$ cat src/fkl_pkg.sv
// Summary of operation
// - key setting offers eleven choices, disabled to item cycling
// - setting defaults to run_reset_toggle after configuration reset
// - reset action needs key held continuously two seconds
// - run action needs key held one second
// - every other action fires after a one second hold
// - item cycling steps through five monitor items per qualified press
// - key ignored unless key protect is off
// - either autotune toggle cancels any running autotune
// - partial autotune accepted but inert under heat/cool or floating
// - release clears alarms 1-3, burnout, short and overcurrent latches
// - hold toggle alternates hold and hold cleared
// - two front keys together act as the function key when has_function_key is low
// - latched overcurrent holds until max threshold, power or release
// - latched overcurrent forced off on entering setup levels
// - overcurrent latch enable defaults disabled
// - overcurrent use defaults enabled
// - overcurrent hysteresis 0.1 to 50.0 A, default 0.1
// - hysteresis applies only with use on and latch off
// - cooling coefficient found by heat/cool autotune, default off
package fkl_pkg;
  // ****************
  // settings
  // ****************
  typedef enum logic [3:0] {
    FKL_OFF = 4'h0, FKL_RUN = 4'h1, FKL_RST = 4'h2, FKL_RUN_RST = 4'h3,
    FKL_HOLD = 4'h4, FKL_STEP = 4'h5, FKL_AT_FULL = 4'h6,
    FKL_AT_PART = 4'h7, FKL_ALM_REL = 4'h8, FKL_AUTO_MAN = 4'h9,
    FKL_ITEM = 4'ha
  } fkl_setting_t;
  localparam fkl_setting_t SETTING_RST = FKL_RUN_RST;
  localparam logic LATCH_EN_RST = 1'b0;
  localparam logic OC_USE_RST = 1'b1;
  localparam logic COOL_ADJ_RST = 1'b0;
  // hysteresis in tenths of an ampere
  localparam logic [9:0] HYST_MIN = 10'h001;
  localparam logic [9:0] HYST_MAX = 10'h1f4;
  localparam logic [9:0] HYST_RST = 10'h001;
  localparam logic [9:0] OC_THR_MAX = 10'h1f4;
  localparam logic [2:0] ITEM_COUNT = 3'h5;
  // ****************
  // register map
  // ****************
  localparam logic [3:0] ADDR_CFG = 4'h0;
  localparam logic [3:0] ADDR_HYST = 4'h1;
  localparam logic [3:0] ADDR_THR = 4'h2;
  localparam logic [3:0] ADDR_STAT = 4'h3;
  localparam int CFG_SET_LSB = 0;
  localparam int CFG_PROT = 4;
  localparam int CFG_LATCH = 5;
  localparam int CFG_USE = 6;
  localparam int CFG_COOL = 7;
  localparam int CFG_HC = 8;
  // ****************
  // timing
  // ****************
  localparam int CLK_HZ = 40000000;
  localparam int HOLD_RUN_MS = 1000;
  localparam int HOLD_RST_MS = 2000;
  localparam int HOLD_RUN_CYC = CLK_HZ / 1000 * HOLD_RUN_MS;
  localparam int HOLD_RST_CYC = CLK_HZ / 1000 * HOLD_RST_MS;
  typedef enum logic [1:0] {
    FKL_IDLE = 2'b00, FKL_TIMING = 2'b01, FKL_WAIT_REL = 2'b11
  } fkl_state_t;
endpackage : fkl_pkg

$ cat src/fkl_function_key.sv
`timescale 1ns/100ps
module fkl_function_key #(
  parameter int HOLD_RUN_CYC = fkl_pkg::HOLD_RUN_CYC,
  parameter int HOLD_RST_CYC = fkl_pkg::HOLD_RST_CYC
) (
  input wire logic clk,
  input wire logic rst_n,
  input wire logic [3:0] addr,
  input wire logic [15:0] wdata,
  input wire logic wr,
  input wire logic rd,
  output logic [15:0] rdata,
  input wire logic function_key,
  input wire logic front_key_a,
  input wire logic front_key_b,
  input wire logic has_function_key,
  input wire logic floating_ctrl,
  input wire logic oc_raw,
  input wire logic [2:0] alarm_raw,
  input wire logic burnout_raw,
  input wire logic heater_short_alarm_raw,
  input wire logic event_release,
  input wire logic setup_level,
  input wire logic [9:0] oc_current,
  output logic run_pulse,
  output logic reset_pulse,
  output logic run_state,
  output logic hold_state,
  output logic step_forward_pulse,
  output logic autotune_full,
  output logic autotune_partial,
  output logic auto_manual,
  output logic [2:0] item_sel,
  output logic cool_coef_calc,
  output logic [2:0] alarm_out,
  output logic burnout_out,
  output logic heater_short_alarm_out,
  output logic oc_out
);
  // ****************
  // configuration registers
  // ****************
  logic [3:0] setting_reg;
  logic protect_reg, latch_en_reg, oc_use_reg, cool_adj_reg, heat_cool_reg;
  logic [9:0] hyst_reg, thr_reg;
  always_ff @(posedge clk) begin
    if (!rst_n) begin
      setting_reg <= fkl_pkg::SETTING_RST;
      protect_reg <= 1'b0;
      latch_en_reg <= fkl_pkg::LATCH_EN_RST;
      oc_use_reg <= fkl_pkg::OC_USE_RST;
      cool_adj_reg <= fkl_pkg::COOL_ADJ_RST;
      heat_cool_reg <= 1'b0;
    end else if (wr && addr == fkl_pkg::ADDR_CFG) begin
      // out of range settings are refused, old value kept
      if (wdata[3:0] <= 4'(fkl_pkg::FKL_ITEM)) begin
        setting_reg <= wdata[3:0];
      end
      protect_reg <= wdata[fkl_pkg::CFG_PROT];
      latch_en_reg <= wdata[fkl_pkg::CFG_LATCH];
      oc_use_reg <= wdata[fkl_pkg::CFG_USE];
      cool_adj_reg <= wdata[fkl_pkg::CFG_COOL];
      heat_cool_reg <= wdata[fkl_pkg::CFG_HC];
    end
  end
  always_ff @(posedge clk) begin
    if (!rst_n) begin
      hyst_reg <= fkl_pkg::HYST_RST;
    end else if (wr && addr == fkl_pkg::ADDR_HYST) begin
      if (wdata[9:0] >= fkl_pkg::HYST_MIN &&
          wdata[9:0] <= fkl_pkg::HYST_MAX) begin
        hyst_reg <= wdata[9:0];
      end
    end
  end
  always_ff @(posedge clk) begin
    if (!rst_n) begin
      thr_reg <= fkl_pkg::OC_THR_MAX;
    end else if (wr && addr == fkl_pkg::ADDR_THR) begin
      thr_reg <= (wdata[9:0] > fkl_pkg::OC_THR_MAX) ?
                 fkl_pkg::OC_THR_MAX : wdata[9:0];
    end
  end
  // ****************
  // key input synchroniser
  // ****************
  logic key_raw;
  logic [2:0] key_sync_reg;
  logic key_reg;
  // variant without a dedicated key uses two front keys together
  assign key_raw = has_function_key ? function_key :
                   (front_key_a & front_key_b);
  always_ff @(posedge clk) begin
    if (!rst_n) begin
      key_sync_reg <= 3'h0;
    end else begin
      key_sync_reg <= {key_sync_reg[1:0], key_raw};
    end
  end
  always_ff @(posedge clk) begin
    if (!rst_n) begin
      key_reg <= 1'b0;
    end else if (key_sync_reg[1] == key_sync_reg[2]) begin
      key_reg <= key_sync_reg[2];
    end
  end
  // ****************
  // hold timer
  // ****************
  fkl_pkg::fkl_state_t state_reg;
  logic [26:0] hold_cnt_reg;
  logic is_reset_action, fire;
  logic [26:0] need_cyc;
  // the reset path of the toggle only counts while running is set
  assign is_reset_action = setting_reg == fkl_pkg::FKL_RST ||
    (setting_reg == fkl_pkg::FKL_RUN_RST && run_state);
  assign need_cyc = is_reset_action ? 27'(HOLD_RST_CYC) :
                    27'(HOLD_RUN_CYC);
  assign fire = state_reg == fkl_pkg::FKL_TIMING && key_reg &&
                hold_cnt_reg >= need_cyc - 27'h1;
  always_ff @(posedge clk) begin
    if (!rst_n) begin
      state_reg <= fkl_pkg::FKL_IDLE;
      hold_cnt_reg <= 27'h0;
    end else begin
      case (state_reg)
        fkl_pkg::FKL_IDLE: begin
          hold_cnt_reg <= 27'h0;
          if (key_reg && !protect_reg &&
              setting_reg != fkl_pkg::FKL_OFF) begin
            state_reg <= fkl_pkg::FKL_TIMING;
          end
        end
        fkl_pkg::FKL_TIMING: begin
          if (!key_reg || protect_reg) begin
            state_reg <= fkl_pkg::FKL_IDLE;
          end else if (fire) begin
            state_reg <= fkl_pkg::FKL_WAIT_REL;
          end else begin
            hold_cnt_reg <= hold_cnt_reg + 27'h1;
          end
        end
        fkl_pkg::FKL_WAIT_REL: begin
          // one action per press, however long the hold
          if (!key_reg) begin
            state_reg <= fkl_pkg::FKL_IDLE;
          end
        end
        default: state_reg <= fkl_pkg::FKL_IDLE;
      endcase
    end
  end
  // ****************
  // action dispatch
  // ****************
  function automatic logic is_set(input logic [3:0] s,
                                  input fkl_pkg::fkl_setting_t v);
    is_set = s == 4'(v);
  endfunction : is_set
  logic release_key, at_any, part_inert;
  assign release_key = fire && is_set(setting_reg, fkl_pkg::FKL_ALM_REL);
  assign at_any = autotune_full | autotune_partial;
  assign part_inert = heat_cool_reg | floating_ctrl;
  always_ff @(posedge clk) begin
    if (!rst_n) begin
      run_pulse <= 1'b0;
      reset_pulse <= 1'b0;
      step_forward_pulse <= 1'b0;
    end else begin
      run_pulse <= fire && (is_set(setting_reg, fkl_pkg::FKL_RUN) ||
        (is_set(setting_reg, fkl_pkg::FKL_RUN_RST) && !run_state));
      reset_pulse <= fire && is_reset_action;
      step_forward_pulse <= fire &&
        is_set(setting_reg, fkl_pkg::FKL_STEP);
    end
  end
  always_ff @(posedge clk) begin
    if (!rst_n) begin
      run_state <= 1'b0;
    end else if (fire && is_set(setting_reg, fkl_pkg::FKL_RUN)) begin
      run_state <= 1'b1;
    end else if (fire && is_reset_action) begin
      run_state <= 1'b0;
    end else if (fire && is_set(setting_reg, fkl_pkg::FKL_RUN_RST)) begin
      run_state <= 1'b1;
    end
  end
  always_ff @(posedge clk) begin
    if (!rst_n) begin
      hold_state <= 1'b0;
    end else if (fire && is_set(setting_reg, fkl_pkg::FKL_HOLD)) begin
      hold_state <= !hold_state;
    end
  end
  always_ff @(posedge clk) begin
    if (!rst_n) begin
      autotune_full <= 1'b0;
      autotune_partial <= 1'b0;
    end else if (fire && (is_set(setting_reg, fkl_pkg::FKL_AT_FULL) ||
                 is_set(setting_reg, fkl_pkg::FKL_AT_PART))) begin
      if (at_any) begin
        autotune_full <= 1'b0;
        autotune_partial <= 1'b0;
      end else if (is_set(setting_reg, fkl_pkg::FKL_AT_FULL)) begin
        autotune_full <= 1'b1;
      end else if (!part_inert) begin
        autotune_partial <= 1'b1;
      end
    end
  end
  // cooling coefficient is computed only by heat/cool autotune
  always_ff @(posedge clk) begin
    if (!rst_n) begin
      cool_coef_calc <= 1'b0;
    end else begin
      cool_coef_calc <= cool_adj_reg && heat_cool_reg && at_any;
    end
  end
  always_ff @(posedge clk) begin
    if (!rst_n) begin
      auto_manual <= 1'b0;
    end else if (fire && is_set(setting_reg, fkl_pkg::FKL_AUTO_MAN)) begin
      auto_manual <= !auto_manual;
    end
  end
  always_ff @(posedge clk) begin
    if (!rst_n) begin
      item_sel <= 3'h0;
    end else if (fire && is_set(setting_reg, fkl_pkg::FKL_ITEM)) begin
      item_sel <= (item_sel == fkl_pkg::ITEM_COUNT - 3'h1) ? 3'h0 :
                  item_sel + 3'h1;
    end
  end
  // ****************
  // alarm latches
  // ****************
  logic [4:0] alm_in;
  logic [4:0] alm_reg;
  assign alm_in = {heater_short_alarm_raw, burnout_raw, alarm_raw};
  // a new alarm wins over a release in the same cycle
  genvar gi;
  generate
    for (gi = 0; gi < 5; gi++) begin : g_alm
      always_ff @(posedge clk) begin
        if (!rst_n) begin
          alm_reg[gi] <= 1'b0;
        end else if (alm_in[gi]) begin
          alm_reg[gi] <= 1'b1;
        end else if (release_key) begin
          alm_reg[gi] <= 1'b0;
        end
      end
    end
  endgenerate
  assign alarm_out = alm_reg[2:0];
  assign burnout_out = alm_reg[3];
  assign heater_short_alarm_out = alm_reg[4];
  // ****************
  // heater overcurrent
  // ****************
  logic oc_reg;
  logic [10:0] off_level;
  assign off_level = {1'b0, thr_reg} - {1'b0, hyst_reg};
  always_ff @(posedge clk) begin
    if (!rst_n) begin
      oc_reg <= 1'b0;
    end else if (!oc_use_reg || setup_level) begin
      oc_reg <= 1'b0;
    end else if (latch_en_reg) begin
      if (oc_raw && thr_reg != fkl_pkg::OC_THR_MAX) begin
        oc_reg <= 1'b1;
      end else if (thr_reg == fkl_pkg::OC_THR_MAX || release_key ||
                   event_release) begin
        oc_reg <= 1'b0;
      end
    end else if (oc_raw) begin
      oc_reg <= 1'b1;
    end else if ({1'b0, oc_current} < off_level || off_level[10]) begin
      oc_reg <= 1'b0;
    end
  end
  assign oc_out = oc_reg;
  // ****************
  // register read
  // ****************
  always_ff @(posedge clk) begin
    if (!rst_n) begin
      rdata <= 16'h0000;
    end else if (rd) begin
      case (addr)
        fkl_pkg::ADDR_CFG: rdata <= {7'h00, heat_cool_reg, cool_adj_reg,
          oc_use_reg, latch_en_reg, protect_reg, setting_reg};
        fkl_pkg::ADDR_HYST: rdata <= {6'h00, hyst_reg};
        fkl_pkg::ADDR_THR: rdata <= {6'h00, thr_reg};
        fkl_pkg::ADDR_STAT: rdata <= {1'b0, item_sel, oc_reg, alm_reg,
          auto_manual, autotune_partial, autotune_full, hold_state,
          run_state, key_reg};
        default: rdata <= 16'h0000;
      endcase
    end else begin
      rdata <= 16'h0000;
    end
  end
endmodule : fkl_function_key

$ cat config.mk
export PLATFORM = sky130hd
export DESIGN_NAME = fkl_function_key
export DESIGN_NICKNAME = d
export VERILOG_FILES = /design/src/fkl_pkg.sv /design/src/fkl_function_key.sv
export SDC_FILE = /design/constraint.sdc
export NUM_CORES = 1
export LEC_CHECK = 0
export BUFFER_PORTS_ARGS = -buffer_cell sky130_fd_sc_hd__buf_2
export CAP_MARGIN = 20
export CELL_PAD_IN_SITES_DETAIL_PLACEMENT = 1
export CELL_PAD_IN_SITES_GLOBAL_PLACEMENT = 1
export CORE_MARGIN = 2
export CORE_UTILIZATION = 46
export DETAILED_ROUTE_END_ITERATION = 6
export HOLD_SLACK_MARGIN = 0.12
export PLACE_DENSITY = 0.84
export RECOVER_POWER = 50
export SLEW_MARGIN = 5
export SYNTH_ARGS = -nofsm -noshare
export SYNTH_HDL_FRONTEND = slang
export SYNTH_SLANG_ARGS = --single-unit
$ cat constraint.sdc
create_clock -name clk -period 5.55 [get_ports clk]
set_input_delay 1.11 -clock clk [delete_from_list [all_inputs] [get_ports clk]]
set_output_delay 1.11 -clock clk [all_outputs]
set_load 0.02 [all_outputs]
Yosys cells after proc, flatten, opt, wreduce, memory -nomap -nowiden
Cells that the tools add are included.

word-level totals
  bits in registers = 96
  latch bits = 0
  bits in writable memories = 0
  ROM bits = 0
  input bits = 47
  output and inout port bits = 34
  word-level logic and storage cells = 160
  memories = 0

cells by class
  add/sub/neg operators = 4
  multiply operators = 0
  divide/modulo/power cells = 0
  $lt $le $gt $ge = 6
  eq/ne operators = 27
  shift-type cells = 0
  muxes and demuxes = 32
  bitwise operators = 4
  reduce and logical (&&, ||, !) cells = 58

operator list
  operator                                                                               number
  27-bit two-way mux                                                                     3
  15-bit one-hot mux with 4 select lines                                                 1
  27-bit one-hot mux with 2 select lines                                                 1
  27-bit by 1-bit adder with 27-bit output (second input constant)                       1
  27-bit greater-or-equal comparator                                                     1
  27-bit by 1-bit subtractor with 27-bit output (second input constant)                  1
  1-bit logical AND                                                                      23
  1-bit two-way mux                                                                      20
  4-bit by 2-bit equality test with 1-bit output (second input constant)                 4
  4-bit by 3-bit equality test with 1-bit output (second input constant)                 4
  2-bit nonzero test                                                                     7
  4-bit equality test (second input constant)                                            3
  2-bit != test (second input constant)                                                  6
  10-bit by 11-bit less-than comparator with 1-bit output                                1
  10-bit by 10-bit subtractor with 11-bit output                                         1
  10-bit by 9-bit equality test with 1-bit output (second input constant)                1
  10-bit by 1-bit greater-or-equal comparator with 1-bit output (second input constant)  1
  10-bit by 9-bit > comparator with 1-bit output (second input constant)                 1
  10-bit by 9-bit <= comparator with 1-bit output (second input constant)                1
  10-bit two-way mux                                                                     1
  10-bit by 9-bit != test with 1-bit output (second input constant)                      1
  2-bit AND reduction                                                                    5
  3-bit AND reduction                                                                    3
  4-bit by 1-bit equality test with 1-bit output (second input constant)                 2
  21 further kinds                                                                       38

Depth between registers and ports, before layout
  depth after elaboration = 13
  gate-level depth with buffers = 19
  gate-level depth less buffers = 19

Worst setup path after synthesis
OpenSTA, ideal clock, no wires.

  path kind = reg-to-reg
  start point = reg run_state
  end point = reg hold_cnt_reg[23]
  setup time = 0.070 ns
  arrival = 3.186 ns
  path slack = 2.294 ns
  stages on the path, launching flop included = 14
  period minus slack after synthesis = 3.256 ns
  cells stage by stage = dfxtp_1 -> nand2b_1 -> nand2_2 -> inv_1 -> ha_1 -> nor2_1 -> o211ai_1 -> o31a_1 -> a221o_1 -> o221ai_4 -> a31oi_4 -> buf_6 -> or4_1 -> a21oi_1

between the ends
  word-level cells in the longest chain between the ends = 8

ends and longest elaborated chain
  item                                           RTL line                 text
  start: declaration                             fkl_function_key.sv:27   output logic run_state,
  start signal: assignment                       fkl_function_key.sv:179  run_state <= 1'b0;
  start signal: assignment                       fkl_function_key.sv:181  run_state <= 1'b1;
  start signal: assignment                       fkl_function_key.sv:183  run_state <= 1'b0;
  1-bit logical AND                              fkl_function_key.sv:116  (setting_reg == fkl_pkg::FKL_RUN_RST && run_state);
  1-bit logical OR                               fkl_function_key.sv:115  assign is_reset_action = setting_reg == fkl_pkg::FKL_RST ||
  27-bit two-way mux                             fkl_function_key.sv:117  assign need_cyc = is_reset_action ? 27'(HOLD_RST_CYC) :
  27-bit by 1-bit subtractor with 27-bit output  fkl_function_key.sv:120  hold_cnt_reg >= need_cyc - 27'h1;
  27-bit greater-or-equal comparator             fkl_function_key.sv:120
  1-bit logical AND                              fkl_function_key.sv:119  assign fire = state_reg == fkl_pkg::FKL_TIMING && key_reg &&
  2-bit != test (no line)                        --
  3-bit AND reduction (no line)                  --
  end signal: assignment                         fkl_function_key.sv:140  hold_cnt_reg <= hold_cnt_reg + 27'h1;
  end: declaration                               fkl_function_key.sv:111  logic [26:0] hold_cnt_reg;

Every way passes these cells.
A chain may end at the register's enable or synchronous reset.

Worst setup path after layout
  start point = reg setting_reg[1]
  end point = reg hold_cnt_reg[19]

between the ends
  word-level cells in the longest chain between the ends = 9

ends and longest elaborated chain
  item                                               RTL line                 text
  start: declaration                                 fkl_function_key.sv:43   logic [3:0] setting_reg;
  start signal: assignment                           fkl_function_key.sv:48   setting_reg <= fkl_pkg::SETTING_RST;
  start signal: assignment                           fkl_function_key.sv:57   setting_reg <= wdata[3:0];
  4-bit by 2-bit equality test with 1-bit output     fkl_function_key.sv:116
  1-bit logical AND                                  fkl_function_key.sv:116
  1-bit logical OR (*)                               fkl_function_key.sv:115
  27-bit two-way mux (*)                             fkl_function_key.sv:117
  27-bit by 1-bit subtractor with 27-bit output (*)  fkl_function_key.sv:120
  27-bit greater-or-equal comparator (*)             fkl_function_key.sv:120
  1-bit logical AND (*)                              fkl_function_key.sv:119
  2-bit != test (no line) (*)                        --
  3-bit AND reduction (no line) (*)                  --

Mark *: on every way between the ends. The rest lies on a longest branch, timed or not.

==> impl_metrics.csv <==
group,metric,value,unit
outcome,status,"completed",
hold_path,hp-start,"key_sync_reg[2]$_SDFF_PN0_",
logic_synthesis,synth_most_common_cell,"dfxtp_1",
grt,grt_usage,26.30,%
die,ioPinCount,81,
worst_setup_path,critical_path_class,"reg -> reg",
logic_synthesis,synth_ff_type,"dfxtp_1",
logic_synthesis,async_flop_share,0,%
final_layout,largest_register_ffs,27,
die,die_h,109.6,um
place,gp_congestion,0.8292,
grt,antenna_found_initial,0,
logic_synthesis,synth-edff-count,0,
worst_setup_path,crit_fanout,45,
detailed_routing,remaining_drc_errors,0,
logic_synthesis,yosysWarnings,0,
logic_synthesis,ys_ff_latch,95,
grt,grt_pass1_vias,5123,
clocking,cts_tree,"built",
power_and_ir_drop,powerDensity,219.1,nW/um2
logic_synthesis,syn_inst,615,
timing,timing.hold.ws,466.1,ps
power_and_ir_drop,irDropWorstVdd,0.0002061,V
timing,rsz0062_at_grt,"false",
detailed_routing,antenna_left,0,
timing,maxSlewViolCount,0,
final_layout,layout.nets,749,
clocking,cts.repair.resized,0,
worst_setup_path,rr_startpoint,"setting_reg[1]$_SDFFE_PN1P_",
clocking,clkTransAtPathRegs,100,ps
logic_synthesis,synth.distinct_cells,66,
worst_setup_path,setup.reg_to_reg.worst_slack,1410,ps
logic_synthesis,synthesis.nets,690,
detailed_routing,drt_iter0_drc,313,
hold_path,hp-class,"reg -> reg",
detailed_routing,dr_wl_met3,653,um
detailed_routing,wl,15.00,mm
detailed_routing,vias_per_cell,5.971,
timing,setup_viol,0,
logic_synthesis,netlist_top_cells_area,"dfxtp_1 (37%), ha_1 (6.6%), a21oi_1 (6.1%), nand2_1 (4.3%), a22oi_1 (2.9%)",
detailed_routing,top_layer_used,"met4",
logic_synthesis,ys_top_cells_by_count,"dfxtp_1 (95), a21oi_1 (63), nand2_1 (59)",
power_and_ir_drop,power.total,1.253,mW
clocking,post-cts-setup-buffers,0,
logic_synthesis,yosys.area.top_type_share,37.09,%
worst_setup_path,endpoint_kind,"register",
clocking,cts-root-buf,"clkbuf_8",
hold_path,hold_end,"key_reg$_SDFFE_PN0N_",
final_layout,area_delta_synth_final,11.52,%
die,design.core.area,10840,um2
detailed_routing,wire_per_inst,18.31,um
detailed_routing,routedLengthMet1,6.438,mm
logic_synthesis,syn_avg_cell_area,8.337,um2
timing,skew,12.62,ps
clocking,cts.sinks,95,
die,fp-row-count,38,
clocking,clockBufferDepth,2,
hold_path,hold_depth,2,
detailed_routing,dr.pass1.iters,4,
worst_setup_path,r2r_cells,12,
final_layout,final_core_util,52.75,%
die,dieArea,12010,um2
worst_setup_path,worstPathRequired,5850,ps
flow_run,cap_violations,0,
grt,grt_overflow,0,
detailed_routing,wl_met2,7.644,mm
logic_synthesis,ys_seq_area_share,37.09,%
clocking,ctsHoldBuffers,0,
worst_setup_path,worstReg2RegEnd,"hold_cnt_reg[19]$_SDFFE_PN0P_",
timing,finalCritPeriodShare,74.55,%
die,die_w,109.6,um
worst_setup_path,critPathLaunchType,"register",
timing,finalSetupTns,0,ps
final_layout,drive_above_1_share,10.31,%
worst_setup_path,crit_arrival,4440,ps
clocking,clk-insertion-delay-late,380,ps
detailed_routing,vias,4890,
power_and_ir_drop,leakagePower,2.079,nW
place,dp_hpwl,11.13,mm
logic_synthesis,yosysTopAreaCell,"dfxtp_1",
clocking,numCtsBuffers,9,
logic_synthesis,netlist_area,5127,um2
timing,slew_headroom,4.960,%
die,initial_utilization,47.30,%
final_layout,n_antenna_cell,0,
timing,fin_crit,4138,ps
timing,fmax,0.2417,GHz
grt,grt_first_pass_wirelength,24.63,mm
grt,grt_max_degree,46,
clocking,htreeDepth,3,
timing,hold_violations,0,
place,io_buffers,73,
timing,worstMarginPinSlew,1426,ps
## layout make-up
type | instances | area (um2)
multi-input cells | 458 | 2968
fillers | 1348 | 5122
clock buffers | 9 | 123.9
well taps | 140 | 175.2
clock inverters | 7 | 80.08
inverters | 34 | 127.6
flip-flops and latches | 95 | 1902
repair buffers | 76 | 341.6
## per-layer routing
layer | vias up | GRT usage, %
met5 | - | 0
met4 | 0 | 9.042
met3 | 21 | 5.276
met2 | 117 | 47.80
met1 | 2383 | 30.59
li1 | 2369 | -
## report_power, final
group          switching (mW)  total [mW]  internal, mW
registers             0.00627       0.694         0.687
clock network           0.262       0.476         0.214
logic                  0.0510      0.0832        0.0321
total                   0.319        1.25         0.933
## per-stage QoR
step | setup slack, ps | instances | cell area (um2)
finish | 1412 | 819 | 5718
global route | 1093 | 819 | 5718
global placement | 1642 | 803 | 5560
detailed placement | 1481 | 803 | 5560
floorplan | 2294 | 615 | 5127
CTS | 1416 | 819 | 5764
## cells in the final DEF (no fill, tap or decap), drive strengths merged, types with 2 or more instances in the layout
cell     count
o21bai       2
a21oi       63
a221o        2
nor2b       10
a211oi       3
o31ai       17
o2111a       2
nand2       60
xnor2        6
nor4         8
nand2b       8
clkinv       3
ha          27
a41o         2
o21a         8
and2        10
a31o         2
nor4b        2
nand3b       3
and4         3
or3          9
and3        14
mux2i       13
o211ai       4
a22oi       20
a31oi        4
inv         36
dfxtp       95
nor3b        6
a2111oi      3
nor2        38
nand3       25
nor3        14
buf         41
or4         19
clkbuf      44
o21ai       30
## kinds of logic (layout without fill, tap and decap cells)
logic type	after synthesis	count (layout)	share of synthesized area (%)
mux	14	14	2.757
simple gates	235	235	24.38
other cells	1	1	0.07314
compound gates	172	172	22.16
flops	95	95	37.09
fa+ha+maj	29	29	7.199
xor+xnor	7	7	1.196
buf+inv	62	126	5.149
## worst max-delay path, cell delays in order (launching register included)
cell and delay (ps):
dfxtp_1 540, nor3b_4 330, nand2_2 160, inv_1 250
ha_1 320, nor2_1 190, o211ai_1 110, o31a_1 130
a221o_1 390, o221ai_4 370, a31oi_4 460, or4_1 610
a21oi_1 180
## worst max path at each step
stage / from / to / slack [ps] / cells after the start
2_1_floorplan: run_state$_SDFFE_PN0P_ / hold_cnt_reg[23]$_SDFFE_PN0P_ / 2290 / 13
3_3_place_gp: setting_reg[1]$_SDFFE_PN1P_ / hold_cnt_reg[26]$_SDFFE_PN0P_ / 1640 / 12
3_5_place_dp: setting_reg[1]$_SDFFE_PN1P_ / hold_cnt_reg[14]$_SDFFE_PN0P_ / 1480 / 12
4_1_cts: setting_reg[1]$_SDFFE_PN1P_ / hold_cnt_reg[14]$_SDFFE_PN0P_ / 1420 / 12
5_1_grt: setting_reg[1]$_SDFFE_PN1P_ / hold_cnt_reg[14]$_SDFFE_PN0P_ / 1090 / 12
6_report: setting_reg[1]$_SDFFE_PN1P_ / hold_cnt_reg[19]$_SDFFE_PN0P_ / 1410 / 12
Power figures use the tool's default switching activity.
